## src/pkg/gdi_pkg.sv

```systemverilog
// Shared constants, types and decode helpers of the dual gate-drive interlock
package gdi_pkg;

	// Clock rate in MHz (period 5 ns)
	localparam int CLK_MHZ = 200;

	// Deglitch: pulses up to this width are dropped (longest time, rounded down)
	localparam int T_REJECT_NS = 5;
	// Deglitch: pulses of this width always pass (least time, rounded up)
	localparam int T_PASS_NS   = 10;
	// Width of the boost-enable pulse on a rising output
	localparam int T_BOOST_NS  = 10;

	// Cycle counts derived from the times above, never below one cycle
	localparam int REJECT_CYC_RAW = (T_REJECT_NS * CLK_MHZ) / 1000;
	localparam int REJECT_CYC     = (REJECT_CYC_RAW < 1) ? 1 : REJECT_CYC_RAW;
	localparam int PASS_CYC_RAW   = (T_PASS_NS * CLK_MHZ + 999) / 1000;
	localparam int PASS_CYC       = (PASS_CYC_RAW <= REJECT_CYC) ? REJECT_CYC + 1 : PASS_CYC_RAW;
	localparam int BOOST_CYC_RAW  = (T_BOOST_NS * CLK_MHZ + 999) / 1000;
	localparam int BOOST_CYC      = (BOOST_CYC_RAW < 1) ? 1 : BOOST_CYC_RAW;

	// Counter widths
	localparam int FLT_W   = 4;
	localparam int BOOST_W = 4;
	localparam int DT_W    = 16;

	// Register map (byte addresses)
	localparam int          ADR_W          = 8;
	localparam logic [7:0]  REG_DT_CFG_OFS = 8'h00;
	localparam logic [7:0]  REG_STATUS_OFS = 8'h04;

	// Dead-time configuration register fields
	localparam int          DT_SET_LSB     = 0;
	localparam int          OVERLAP_BIT    = 16;
	localparam logic [15:0] DT_SET_RST     = 16'h0000;
	localparam logic        OVERLAP_RST    = 1'b1;

	// Status register bit positions
	localparam int STS_IN_OK    = 0;
	localparam int STS_A_OK     = 1;
	localparam int STS_B_OK     = 2;
	localparam int STS_SHUTDOWN = 3;
	localparam int STS_CMD_A    = 4;
	localparam int STS_CMD_B    = 5;
	localparam int STS_DRIVE_A  = 6;
	localparam int STS_DRIVE_B  = 7;
	localparam int STS_DT_A     = 8;
	localparam int STS_DT_B     = 9;
	localparam int STS_STARTED  = 10;

	// Input-side lockout states
	typedef enum logic [1:0] {
		UV_STARTUP,
		UV_RUN,
		UV_LOCKED
	} gdi_uvlo_e;

	// One supply monitor: above the upper and above the lower threshold
	typedef struct packed {
		logic above_on;
		logic above_off;
	} gdi_supply_s;

	// Command pins from the PWM controller
	typedef struct packed {
		logic shutdown_req;
		logic chan_b_cmd;
		logic chan_a_cmd;
	} gdi_pins_s;

	// Wishbone classic request
	typedef struct packed {
		logic              cyc;
		logic              stb;
		logic              we;
		logic [3:0]        sel;
		logic [ADR_W-1:0]  adr;
		logic [31:0]       dat;
	} gdi_wb_req_s;

	// Wishbone classic response
	typedef struct packed {
		logic        ack;
		logic [31:0] dat;
	} gdi_wb_rsp_s;

	// Word-aligned address match
	function automatic logic gdi_hit(input logic [ADR_W-1:0] adr, input logic [ADR_W-1:0] ofs);
		gdi_hit = (adr[ADR_W-1:2] == ofs[ADR_W-1:2]);
	endfunction

endpackage

```

## src/design/gdi_gate_drive.sv

```systemverilog
// Dual-channel gate-drive interlock with lockouts, dead time, boost and register port
//
// Function
// Channel supply bad forces that output low
// Channel lockout has upper/lower threshold hysteresis
// Outputs low until input supply first good
// Input supply loss forces outputs low
// Input lockout uses turn-on/turn-off hysteresis
// Single high command drives only its output
// Rising output waits for dead time expiry
// Both commands high with dead time: low
// Overlap mode: each output follows command
// Shutdown high forces both outputs low
// Open commands keep both outputs low
// Open inputs read as logic low
// Short input pulses are ignored
// Each output driven from its own command
// Boost pulse on each rising output
// Reject about 5 ns, pass 10 ns
// Falling command starts other channel's dead time
// Both high drops outputs at once
// Dead time is loaded down-counter
// Asynchronous inputs pass two flip-flops
// Reset clears outputs, boosts and counters
`timescale 1ns/1ps
module gdi_gate_drive (
	// Clock, reset, enable
	input  wire logic                 clk_i,
	input  wire logic                 rst_i,
	input  wire logic                 ce_i,
	// Wishbone register port
	input  wire gdi_pkg::gdi_wb_req_s wb_req_i,
	output gdi_pkg::gdi_wb_rsp_s      wb_rsp_o,
	// Command pins from the PWM controller
	input  wire gdi_pkg::gdi_pins_s   pins_i,
	// Supply monitors
	input  wire gdi_pkg::gdi_supply_s input_side_supply_good_i,
	input  wire gdi_pkg::gdi_supply_s chan_a_supply_good_i,
	input  wire gdi_pkg::gdi_supply_s chan_b_supply_good_i,
	// Gate drive and boost enables
	output logic                      chan_a_drive_o,
	output logic                      chan_b_drive_o,
	output logic                      boost_a_o,
	output logic                      boost_b_o
);
	import gdi_pkg::*;

	// Synchronised raw inputs
	localparam int RAW_W = 9;
	logic [RAW_W-1:0]  raw_async;      // Pins and monitors as they arrive
	logic [RAW_W-1:0]  raw_sync;       // Same after two stages
	gdi_pins_s         pins_s;         // Synchronised pins, unfiltered
	gdi_supply_s       in_sup_s;       // Synchronised input-side monitor
	gdi_supply_s       ch_sup_s [2];   // Synchronised channel monitors

	// Filtered commands, index 0 is channel A and 1 is channel B
	logic [2:0]        flt;            // Filter outputs: A, B, shutdown
	logic [1:0]        cmd;            // Filtered channel commands
	logic              shutdown;       // Filtered shutdown request
	logic [1:0]        cmd_prev_r;     // Commands one cycle ago
	logic [1:0]        cmd_fall;       // Falling command this cycle

	// Lockouts
	gdi_uvlo_e         uv_state_r;     // Input-side lockout state
	gdi_uvlo_e         uv_state_nxt;   // Its next value
	logic              run_ok;         // Input side released
	logic              started_r;      // Input side has been good at least once
	logic [1:0]        chan_ok_r;      // Channel supplies released

	// Configuration registers
	logic [DT_W-1:0]   dt_set_r;       // Dead-time setting in cycles
	logic              overlap_r;      // Overlap mode, dead time off
	logic              dt_active;      // Interlock in force

	// Per-channel datapath
	logic [DT_W-1:0]   dt_cnt_r [2];   // Dead-time down-counters
	logic [1:0]        want_hi;        // Interlock verdict per channel
	logic [1:0]        drive_nxt;      // Next drive level
	logic [1:0]        drive_r;        // Registered drive level
	logic [BOOST_W-1:0] boost_cnt_r [2]; // Remaining boost cycles
	logic [1:0]        boost_r;        // Registered boost enables

	// Bus
	logic              wb_take;        // A new bus request is taken now and answered next cycle
	logic [31:0]       status;         // Assembled status word
	logic [31:0]       rd_word;        // Read data for the request

	// Input gathering
	// two-stage sync
	assign raw_async = {pins_i, input_side_supply_good_i, chan_b_supply_good_i, chan_a_supply_good_i};

	gdi_sync #(
		.W(RAW_W)
	) u_sync (
		.clk_i   (clk_i),
		.rst_i   (rst_i),
		.ce_i    (ce_i),
		.async_i (raw_async),
		.sync_o  (raw_sync)
	);

	// Split the synchronised vector back into its parts
	assign pins_s      = raw_sync[8:6];
	assign in_sup_s    = raw_sync[5:4];
	assign ch_sup_s[1] = raw_sync[3:2];
	assign ch_sup_s[0] = raw_sync[1:0];

	// Pulse filters on the three command pins
	// short pulses dropped
	generate
		for (genvar f = 0; f < 3; f++) begin : g_flt
			gdi_deglitch u_flt (
				.clk_i (clk_i),
				.rst_i (rst_i),
				.ce_i  (ce_i),
				.lvl_i (pins_s[f]),
				.lvl_o (flt[f])
			);
		end
	endgenerate

	// open reads low
	// An unconnected pin sits on its pad pull-down; every stage resets low, so low is idle
	assign cmd      = flt[1:0];
	assign shutdown = flt[2];

	// Previous command levels for edge detection
	always_ff @(posedge clk_i) begin
		if (rst_i) begin
			cmd_prev_r <= 2'h0;
		end else if (ce_i) begin
			cmd_prev_r <= cmd;
		end
	end

	assign cmd_fall = cmd_prev_r & ~cmd;

	// Input-side lockout next state
	// hysteresis lockout
	always_comb begin
		uv_state_nxt = uv_state_r;
		case (uv_state_r)
			// Nothing passes until the upper threshold is first crossed
			UV_STARTUP: begin
				if (in_sup_s.above_on) begin
					uv_state_nxt = UV_RUN;
				end
			end
			// drop below lower
			UV_RUN: begin
				if (!in_sup_s.above_off) begin
					uv_state_nxt = UV_LOCKED;
				end
			end
			// Re-release needs the upper threshold again, not just the lower
			UV_LOCKED: begin
				if (in_sup_s.above_on) begin
					uv_state_nxt = UV_RUN;
				end
			end
			default: begin
				uv_state_nxt = UV_STARTUP;
			end
		endcase
	end

	// Input-side lockout state register
	always_ff @(posedge clk_i) begin
		if (rst_i) begin
			uv_state_r <= UV_STARTUP;
		end else if (ce_i) begin
			uv_state_r <= uv_state_nxt;
		end
	end

	// Sticky start-up flag for status
	always_ff @(posedge clk_i) begin
		if (rst_i) begin
			started_r <= 1'b0;
		end else if (ce_i && uv_state_r == UV_RUN) begin
			started_r <= 1'b1;
		end
	end

	assign run_ok = (uv_state_r == UV_RUN);

	// Channel-side lockouts, each channel on its own
	// channel hysteresis
	generate
		for (genvar c = 0; c < 2; c++) begin : g_lock
			always_ff @(posedge clk_i) begin
				if (rst_i) begin
					chan_ok_r[c] <= 1'b0;
				end else if (ce_i) begin
					// Lower threshold wins: a falling supply locks out at once
					if (!ch_sup_s[c].above_off) begin
						chan_ok_r[c] <= 1'b0;
					end else if (ch_sup_s[c].above_on) begin
						chan_ok_r[c] <= 1'b1;
					end
				end
			end
		end
	endgenerate

	// Interlock is bypassed in overlap mode or with a zero setting
	// zero or overlap bypasses
	assign dt_active = !overlap_r && (dt_set_r != DT_SET_RST);

	// Per-channel dead time, gating and boost
	generate
		for (genvar i = 0; i < 2; i++) begin : g_chan
			localparam int O = 1 - i;   // Index of the opposite channel

			// Dead-time counter for this channel
			// load on other fall
			always_ff @(posedge clk_i) begin
				if (rst_i) begin
					dt_cnt_r[i] <= '0;
				end else if (ce_i) begin
					if (!dt_active) begin
						dt_cnt_r[i] <= '0;
					end else if (cmd_fall[O]) begin
						dt_cnt_r[i] <= dt_set_r;
					end else if (dt_cnt_r[i] != '0) begin
						dt_cnt_r[i] <= dt_cnt_r[i] - 1'b1;
					end
				end
			end

			// Interlock verdict, before lockout and shutdown gating
			always_comb begin
				if (dt_active) begin
					// dead-time interlock
					// Both high drops at once; a rise also waits for the count and the other output
					want_hi[i] = cmd[i] && !cmd[O] && !cmd_fall[O] && (dt_cnt_r[i] == '0) && !drive_r[O];
				end else begin
					// overlap follows command
					want_hi[i] = cmd[i];
				end
			end

			// final gating
			// own command only
			assign drive_nxt[i] = run_ok && chan_ok_r[i] && !shutdown && want_hi[i];

			// Drive register
			always_ff @(posedge clk_i) begin
				if (rst_i) begin
					drive_r[i] <= 1'b0;
				end else if (ce_i) begin
					drive_r[i] <= drive_nxt[i];
				end
			end

			// Boost enable, aligned with the rising output
			// boost on rise
			always_ff @(posedge clk_i) begin
				if (rst_i) begin
					boost_cnt_r[i] <= '0;
					boost_r[i]     <= 1'b0;
				end else if (ce_i) begin
					if (!drive_nxt[i]) begin
						// A falling output cuts the boost short
						boost_cnt_r[i] <= '0;
						boost_r[i]     <= 1'b0;
					end else if (!drive_r[i]) begin
						boost_cnt_r[i] <= BOOST_W'(BOOST_CYC - 1);
						boost_r[i]     <= 1'b1;
					end else if (boost_cnt_r[i] != '0) begin
						boost_cnt_r[i] <= boost_cnt_r[i] - 1'b1;
					end else begin
						// Steady high: pull-up boost stays off
						boost_r[i] <= 1'b0;
					end
				end
			end
		end
	endgenerate

	// Outputs straight from the registers
	// reset holds low
	assign chan_a_drive_o = drive_r[0];
	assign chan_b_drive_o = drive_r[1];
	assign boost_a_o      = boost_r[0];
	assign boost_b_o      = boost_r[1];

	// Bus answer in the cycle after the request is seen, once per request
	assign wb_take = wb_req_i.cyc && wb_req_i.stb && !wb_rsp_o.ack;

	// Configuration register writes, byte lanes honoured
	// A write lands at the edge where the master sees ack, so a request dropped early never writes
	always_ff @(posedge clk_i) begin
		if (rst_i) begin
			dt_set_r  <= DT_SET_RST;
			overlap_r <= OVERLAP_RST;
		end else if (ce_i) begin
			if (wb_req_i.cyc && wb_req_i.stb && wb_rsp_o.ack && wb_req_i.we &&
				gdi_hit(wb_req_i.adr, REG_DT_CFG_OFS)) begin
				if (wb_req_i.sel[0]) begin
					dt_set_r[7:0] <= wb_req_i.dat[DT_SET_LSB +: 8];
				end
				if (wb_req_i.sel[1]) begin
					dt_set_r[15:8] <= wb_req_i.dat[DT_SET_LSB + 8 +: 8];
				end
				if (wb_req_i.sel[2]) begin
					overlap_r <= wb_req_i.dat[OVERLAP_BIT];
				end
			end
		end
	end

	// Status word from live block state
	always_comb begin
		status               = 32'h0000_0000;
		status[STS_IN_OK]    = run_ok;
		status[STS_A_OK]     = chan_ok_r[0];
		status[STS_B_OK]     = chan_ok_r[1];
		status[STS_SHUTDOWN] = shutdown;
		status[STS_CMD_A]    = cmd[0];
		status[STS_CMD_B]    = cmd[1];
		status[STS_DRIVE_A]  = drive_r[0];
		status[STS_DRIVE_B]  = drive_r[1];
		status[STS_DT_A]     = (dt_cnt_r[0] != '0);
		status[STS_DT_B]     = (dt_cnt_r[1] != '0);
		status[STS_STARTED]  = started_r;
	end

	// Read mux; unmapped addresses read zero and still get an answer
	always_comb begin
		rd_word = 32'h0000_0000;
		if (gdi_hit(wb_req_i.adr, REG_DT_CFG_OFS)) begin
			rd_word[DT_SET_LSB +: DT_W] = dt_set_r;
			rd_word[OVERLAP_BIT]        = overlap_r;
		end else if (gdi_hit(wb_req_i.adr, REG_STATUS_OFS)) begin
			rd_word = status;
		end
	end

	// Acknowledge and read data registers
	always_ff @(posedge clk_i) begin
		if (rst_i) begin
			wb_rsp_o <= '0;
		end else if (ce_i) begin
			wb_rsp_o.ack <= wb_take;
			if (wb_take && !wb_req_i.we) begin
				wb_rsp_o.dat <= rd_word;
			end
		end
	end
endmodule

```

## src/design/gdi_sync.sv

```systemverilog
// Two-stage synchroniser for a vector of asynchronous levels
`timescale 1ns/1ps
module gdi_sync #(
	parameter int W = 1
) (
	// Clock, reset, enable
	input  wire logic         clk_i,
	input  wire logic         rst_i,
	input  wire logic         ce_i,
	// Levels
	input  wire logic [W-1:0] async_i,
	output logic      [W-1:0] sync_o
);
	import gdi_pkg::*;

	logic [W-1:0] meta_r;   // First stage, read only by the second

	// Both stages reset low, so an open input idles as low
	always_ff @(posedge clk_i) begin
		if (rst_i) begin
			meta_r <= '0;
			sync_o <= '0;
		end else if (ce_i) begin
			meta_r <= async_i;
			sync_o <= meta_r;
		end
	end
endmodule

```

## src/design/gdi_deglitch.sv

```systemverilog
// Pulse filter: output follows the input only after a stable run of samples
`timescale 1ns/1ps
module gdi_deglitch (
	// Clock, reset, enable
	input  wire logic clk_i,
	input  wire logic rst_i,
	input  wire logic ce_i,
	// Level in and filtered level out
	input  wire logic lvl_i,
	output logic      lvl_o
);
	import gdi_pkg::*;

	localparam logic [FLT_W-1:0] LAST = FLT_W'(PASS_CYC - 1);

	logic [FLT_W-1:0] run_r;   // Samples seen differing from the output

	// A differing run shorter than the pass time is dropped and the output holds
	always_ff @(posedge clk_i) begin
		if (rst_i) begin
			run_r <= '0;
			lvl_o <= 1'b0;
		end else if (ce_i) begin
			if (lvl_i == lvl_o) begin
				run_r <= '0;
			end else if (run_r == LAST) begin
				run_r <= '0;
				lvl_o <= lvl_i;
			end else begin
				run_r <= run_r + 1'b1;
			end
		end
	end
endmodule

```

## config.mk

```make
export PLATFORM = sky130hd
export DESIGN_NAME = gdi_gate_drive
export DESIGN_NICKNAME = d
export VERILOG_FILES = /design/src/pkg/gdi_pkg.sv /design/src/design/gdi_gate_drive.sv /design/src/design/gdi_sync.sv /design/src/design/gdi_deglitch.sv
export SDC_FILE = /design/constraint.sdc
export NUM_CORES = 1
export LEC_CHECK = 0
export BUFFER_PORTS_ARGS = -buffer_cell sky130_fd_sc_hd__buf_2
export CORE_MARGIN = 2
export CORE_UTILIZATION = 50
export DETAILED_ROUTE_END_ITERATION = 12
export PLACE_DENSITY = 0.76
export SLEW_MARGIN = 20
export SYNTH_ARGS = -nofsm -noshare
export SYNTH_HDL_FRONTEND = slang
export SYNTH_SLANG_ARGS = --single-unit
```

## constraint.sdc

```tcl
create_clock -name clk_i -period 2.5 [get_ports clk_i]
set_input_delay 0.5 -clock clk_i [delete_from_list [all_inputs] [get_ports clk_i]]
set_output_delay 0.5 -clock clk_i [all_outputs]
set_load 0.005 [all_outputs]
```

==> impl_metrics.yaml <==
run_status:
  outcome: "finished, final reports clean"
die:
  pin_count: 96
  die_h_um: 112.6
  core_outline_area_sq_um: 11470
  floorplan.die.width_um: 112.6
  die_area_sq_um: 12690
  floorplan.initialDensity: 0.5146
  num_rows: 39
clocking:
  tritoncts.num_buffers: 17
  cts.path.max_buffers: 2
  cts_num_sinks: 119
  clock_pin_slew_on_the_worst_setup_and_hold_paths_ns: 0.05
  postCtsSetupBuffers: 0
  tritoncts_clock_tree: "done"
  insertion_delay_ns: 0.42
  cts_resized: 0
  cts.hold.buffers_added: 0
  cts_max_level: 4
  cts_root_buf: "clkbuf_16"
final_layout:
  multi_input_comb_area_sq_um: 2877
  regArea_sq_um: 2783
  area_growth_syn_to_layout_pct: 20.29
  final_nets: 779
  post-route-cell-area_sq_um: 7098
  final_core_util: 0.6190
  antennaDiodeCount: 0
  fill_cells: 926
  final_layout_size_suffix_gt1_frac: 0.2047
pwr:
  pwr_cell_area_nw_per_um2: 687.7
  ir_worst_vdd_uv: 746.9
  report.power.total_w: 0.004881
  static_leakage_power_nw: 3.028
critical_path:
  critical_path_peak_fanout: 5
  timing.critical_path.to_type: "register"
  worstSetupPathType: "reg -> reg"
  critical_path.startpoint_type: "register"
  critical_path_arrival_ns: 2.52
  timing.critical_path.slowest_stage_cell: "or4_4"
  worstPathRequired_ns: 2.65
  worstPathCellList: "or4_4 > or3_4 > nor4_4 > nor3_2 > or3_1"
  crit_path_max_incr_delay_ns: 0.59
yosys:
  synth_edf_count: 40
  synth-async-reset-ratio: 0
  postSynthRegisterBits: 119
  synth_seq_area_share: 0.4716
  synth_top_area_share: 0.2680
  synth_area_sq_um: 5901
  count_of_different_cell_masters_after_synthesis: 54
  postSynthCellCount: 626
  synth.largest_area_cell: "dfxtp_1"
  synthFlopType: "dfxtp_1"
  synthesis.yosys.warnings: 0
  synth_area_per_cell_sq_um: 9.426
  ys_top_cells_by_count: "nor2_1 (97), dfxtp_1 (79), mux2i_1 (45), nand2_1 (45), edfxtp_1 (40)"
  synth.top_cells.by_area: "dfxtp_1 (27%), edfxtp_1 (20%), mux2i_1 (7.6%)"
  post-synth-top-count-cell: "nor2_1"
global_routing:
  grt_start_max_net_pins: 46
  vias_in_the_first_global_route: 4848
  groute.usage.overall: 0.2374
  grt-ovfl-total: 0
  grt_antenna_before_repair: 0
  grt_first_pass_wirelength_um: 23850
detailed_routing:
  drt_iter0_drc: 344
  vias: 4974
  final_antenna_violating_net_count: 0
  wirelength_um: 14540
  final_routed_drc_violation_total: 0
  firstDrtPassIters: 5
  routed_wire_length_per_instance_um: 16.79
  detail_route.vias_per_cell: 5.744
sta:
  slew-limit-headroom: 0.5421
  fin_hold_ws_ns: 0.3175
  worstMarginPinSlew_ns: 0.6779
  hold_viol: 0
  min_period_over_period: 0.9509
  maxSlewViolCount: 0
  timing.clock.skew_ns: 0.007294
  setup_viol_count_final: 0
  finalWorstPathRequiredPeriod_ns: 2.377
  max_freq_mhz: 420.6
  final.setup.tns_ns: 0
  rsz0062_at_grt: "false"
placement:
  portBuffers: 62
  gp_congestion: 0.8509
  total_cell_area_at_the_placement_stage_sq_um: 6504
  hpwlAfterDp_um: 10120
job:
  drv.max_cap_violation_count: 0
hold_path:
  path_category_of_the_worst_min_delay_check: "in -> reg"
per-layer routing:
metal	vias to the layer above	part of all wire	wire length (um)	GRT usage
li1	2405	-	-	-
met1	2354	0.39	5734	0.2906
met2	188	0.51	7348	0.4020
met3	27	0.070	1014	0.05616
met4	0	0.030	442	0.09919
met5	-	0	0	0
worst paths after layout:
check	start	endpoint	slack (ns)	depth (start not counted)
hold / removal	wb_req_i[11]	dt_set_r[11]$_SDFFE_PP0P_	0.32	3
hold reg to reg	wb_rsp_o[13]$_SDFFE_PP0P_	wb_rsp_o[13]$_SDFFE_PP0P_	0.45	2
setup / recovery	dt_cnt_r[0][11]$_DFFE_PP_	boost_cnt_r[0][2]$_SDFFCE_PN0P_	0.12	5
setup reg to reg	dt_cnt_r[0][11]$_DFFE_PP_	boost_cnt_r[0][2]$_SDFFCE_PN0P_	0.12	5
report_power, final:
| group | switching, W | total [W] | internal [W] | leakage [nW] |
|---|---|---|---|---|
| clock network | 0.000838 | 0.00243 | 0.00159 | 0.301 |
| registers | 0.0000455 | 0.00210 | 0.00205 | 1.09 |
| logic | 0.000198 | 0.000357 | 0.000159 | 1.64 |
| total | 0.00108 | 0.00488 | 0.00380 | 3.03 |
state kept, by name, indices dropped and copies added (netlist names):
| signal | flops |
|---|---|
| g_flt.u_flt.lvl_o | 3 |
| chan_b_drive_o | 1 |
| started_r | 1 |
| wb_rsp_o | 18 |
| dt_set_r | 16 |
| cmd_prev_r | 2 |
| dt_cnt_r | 32 |
| boost_a_o | 1 |
| u_sync.sync_o | 9 |
| overlap_r | 1 |
| boost_b_o | 1 |
| chan_ok_r | 2 |
| boost_cnt_r | 8 |
| uv_state_r | 2 |
| chan_a_drive_o | 1 |
| u_sync.meta_r | 9 |
| g_flt.u_flt.run_r | 12 |
worst max-delay path: cells and delay by family (launching register included):
kind / cells / cell delay (ns)
AND/OR/NAND/NOR: 5 / 1.71
flip-flops: 1 / 0.39
cell type report:
class                           instances  share of cell area
Clock inverter                          9             0.01340
Multi-Input combinational cell        457              0.4053
Clock buffer                           23             0.07033
Sequential cell                       119              0.3920
Inverter                               18            0.009519
Timing Repair Buffer                   97             0.08426
Tap cell                              143             0.02521
cell usage in the layout, fill, tap and decap left out, drive strengths merged, types with 12 or more instances in the layout:
cell    instances
nor2           97
buf            97
dfxtp          79
nand2          45
mux2i          45
edfxtp         40
nor3           34
a21oi          32
nand3          29
clkbuf         23
inv            18
conb           15
xor2           14
nor4           12
per-stage QoR:
step	std cells	setup WS, ns
2_1_floorplan	640	0.2165
5_1_grt	866	0.02991
6_report	866	0.1227
3_3_place_gp	834	0.1799
4_1_cts	866	0.1355
3_5_place_dp	834	0.1417
kinds of logic (layout without fill, tap and decap cells):
family	Yosys count	count (layout)	share of synthesized area
xor gates and xnor gates	24	24	0.03562
AOI/OAI and AO/OA	101	101	0.1141
DFF	119	119	0.4716
muxes	47	47	0.08015
adders and majority gates	10	10	0.02120
buffers and inverters	64	147	0.05068
other	1	15	0.0006355
and+or+nand+nor	260	260	0.2260
Note: power is estimated with default switching activity, not from simulation.
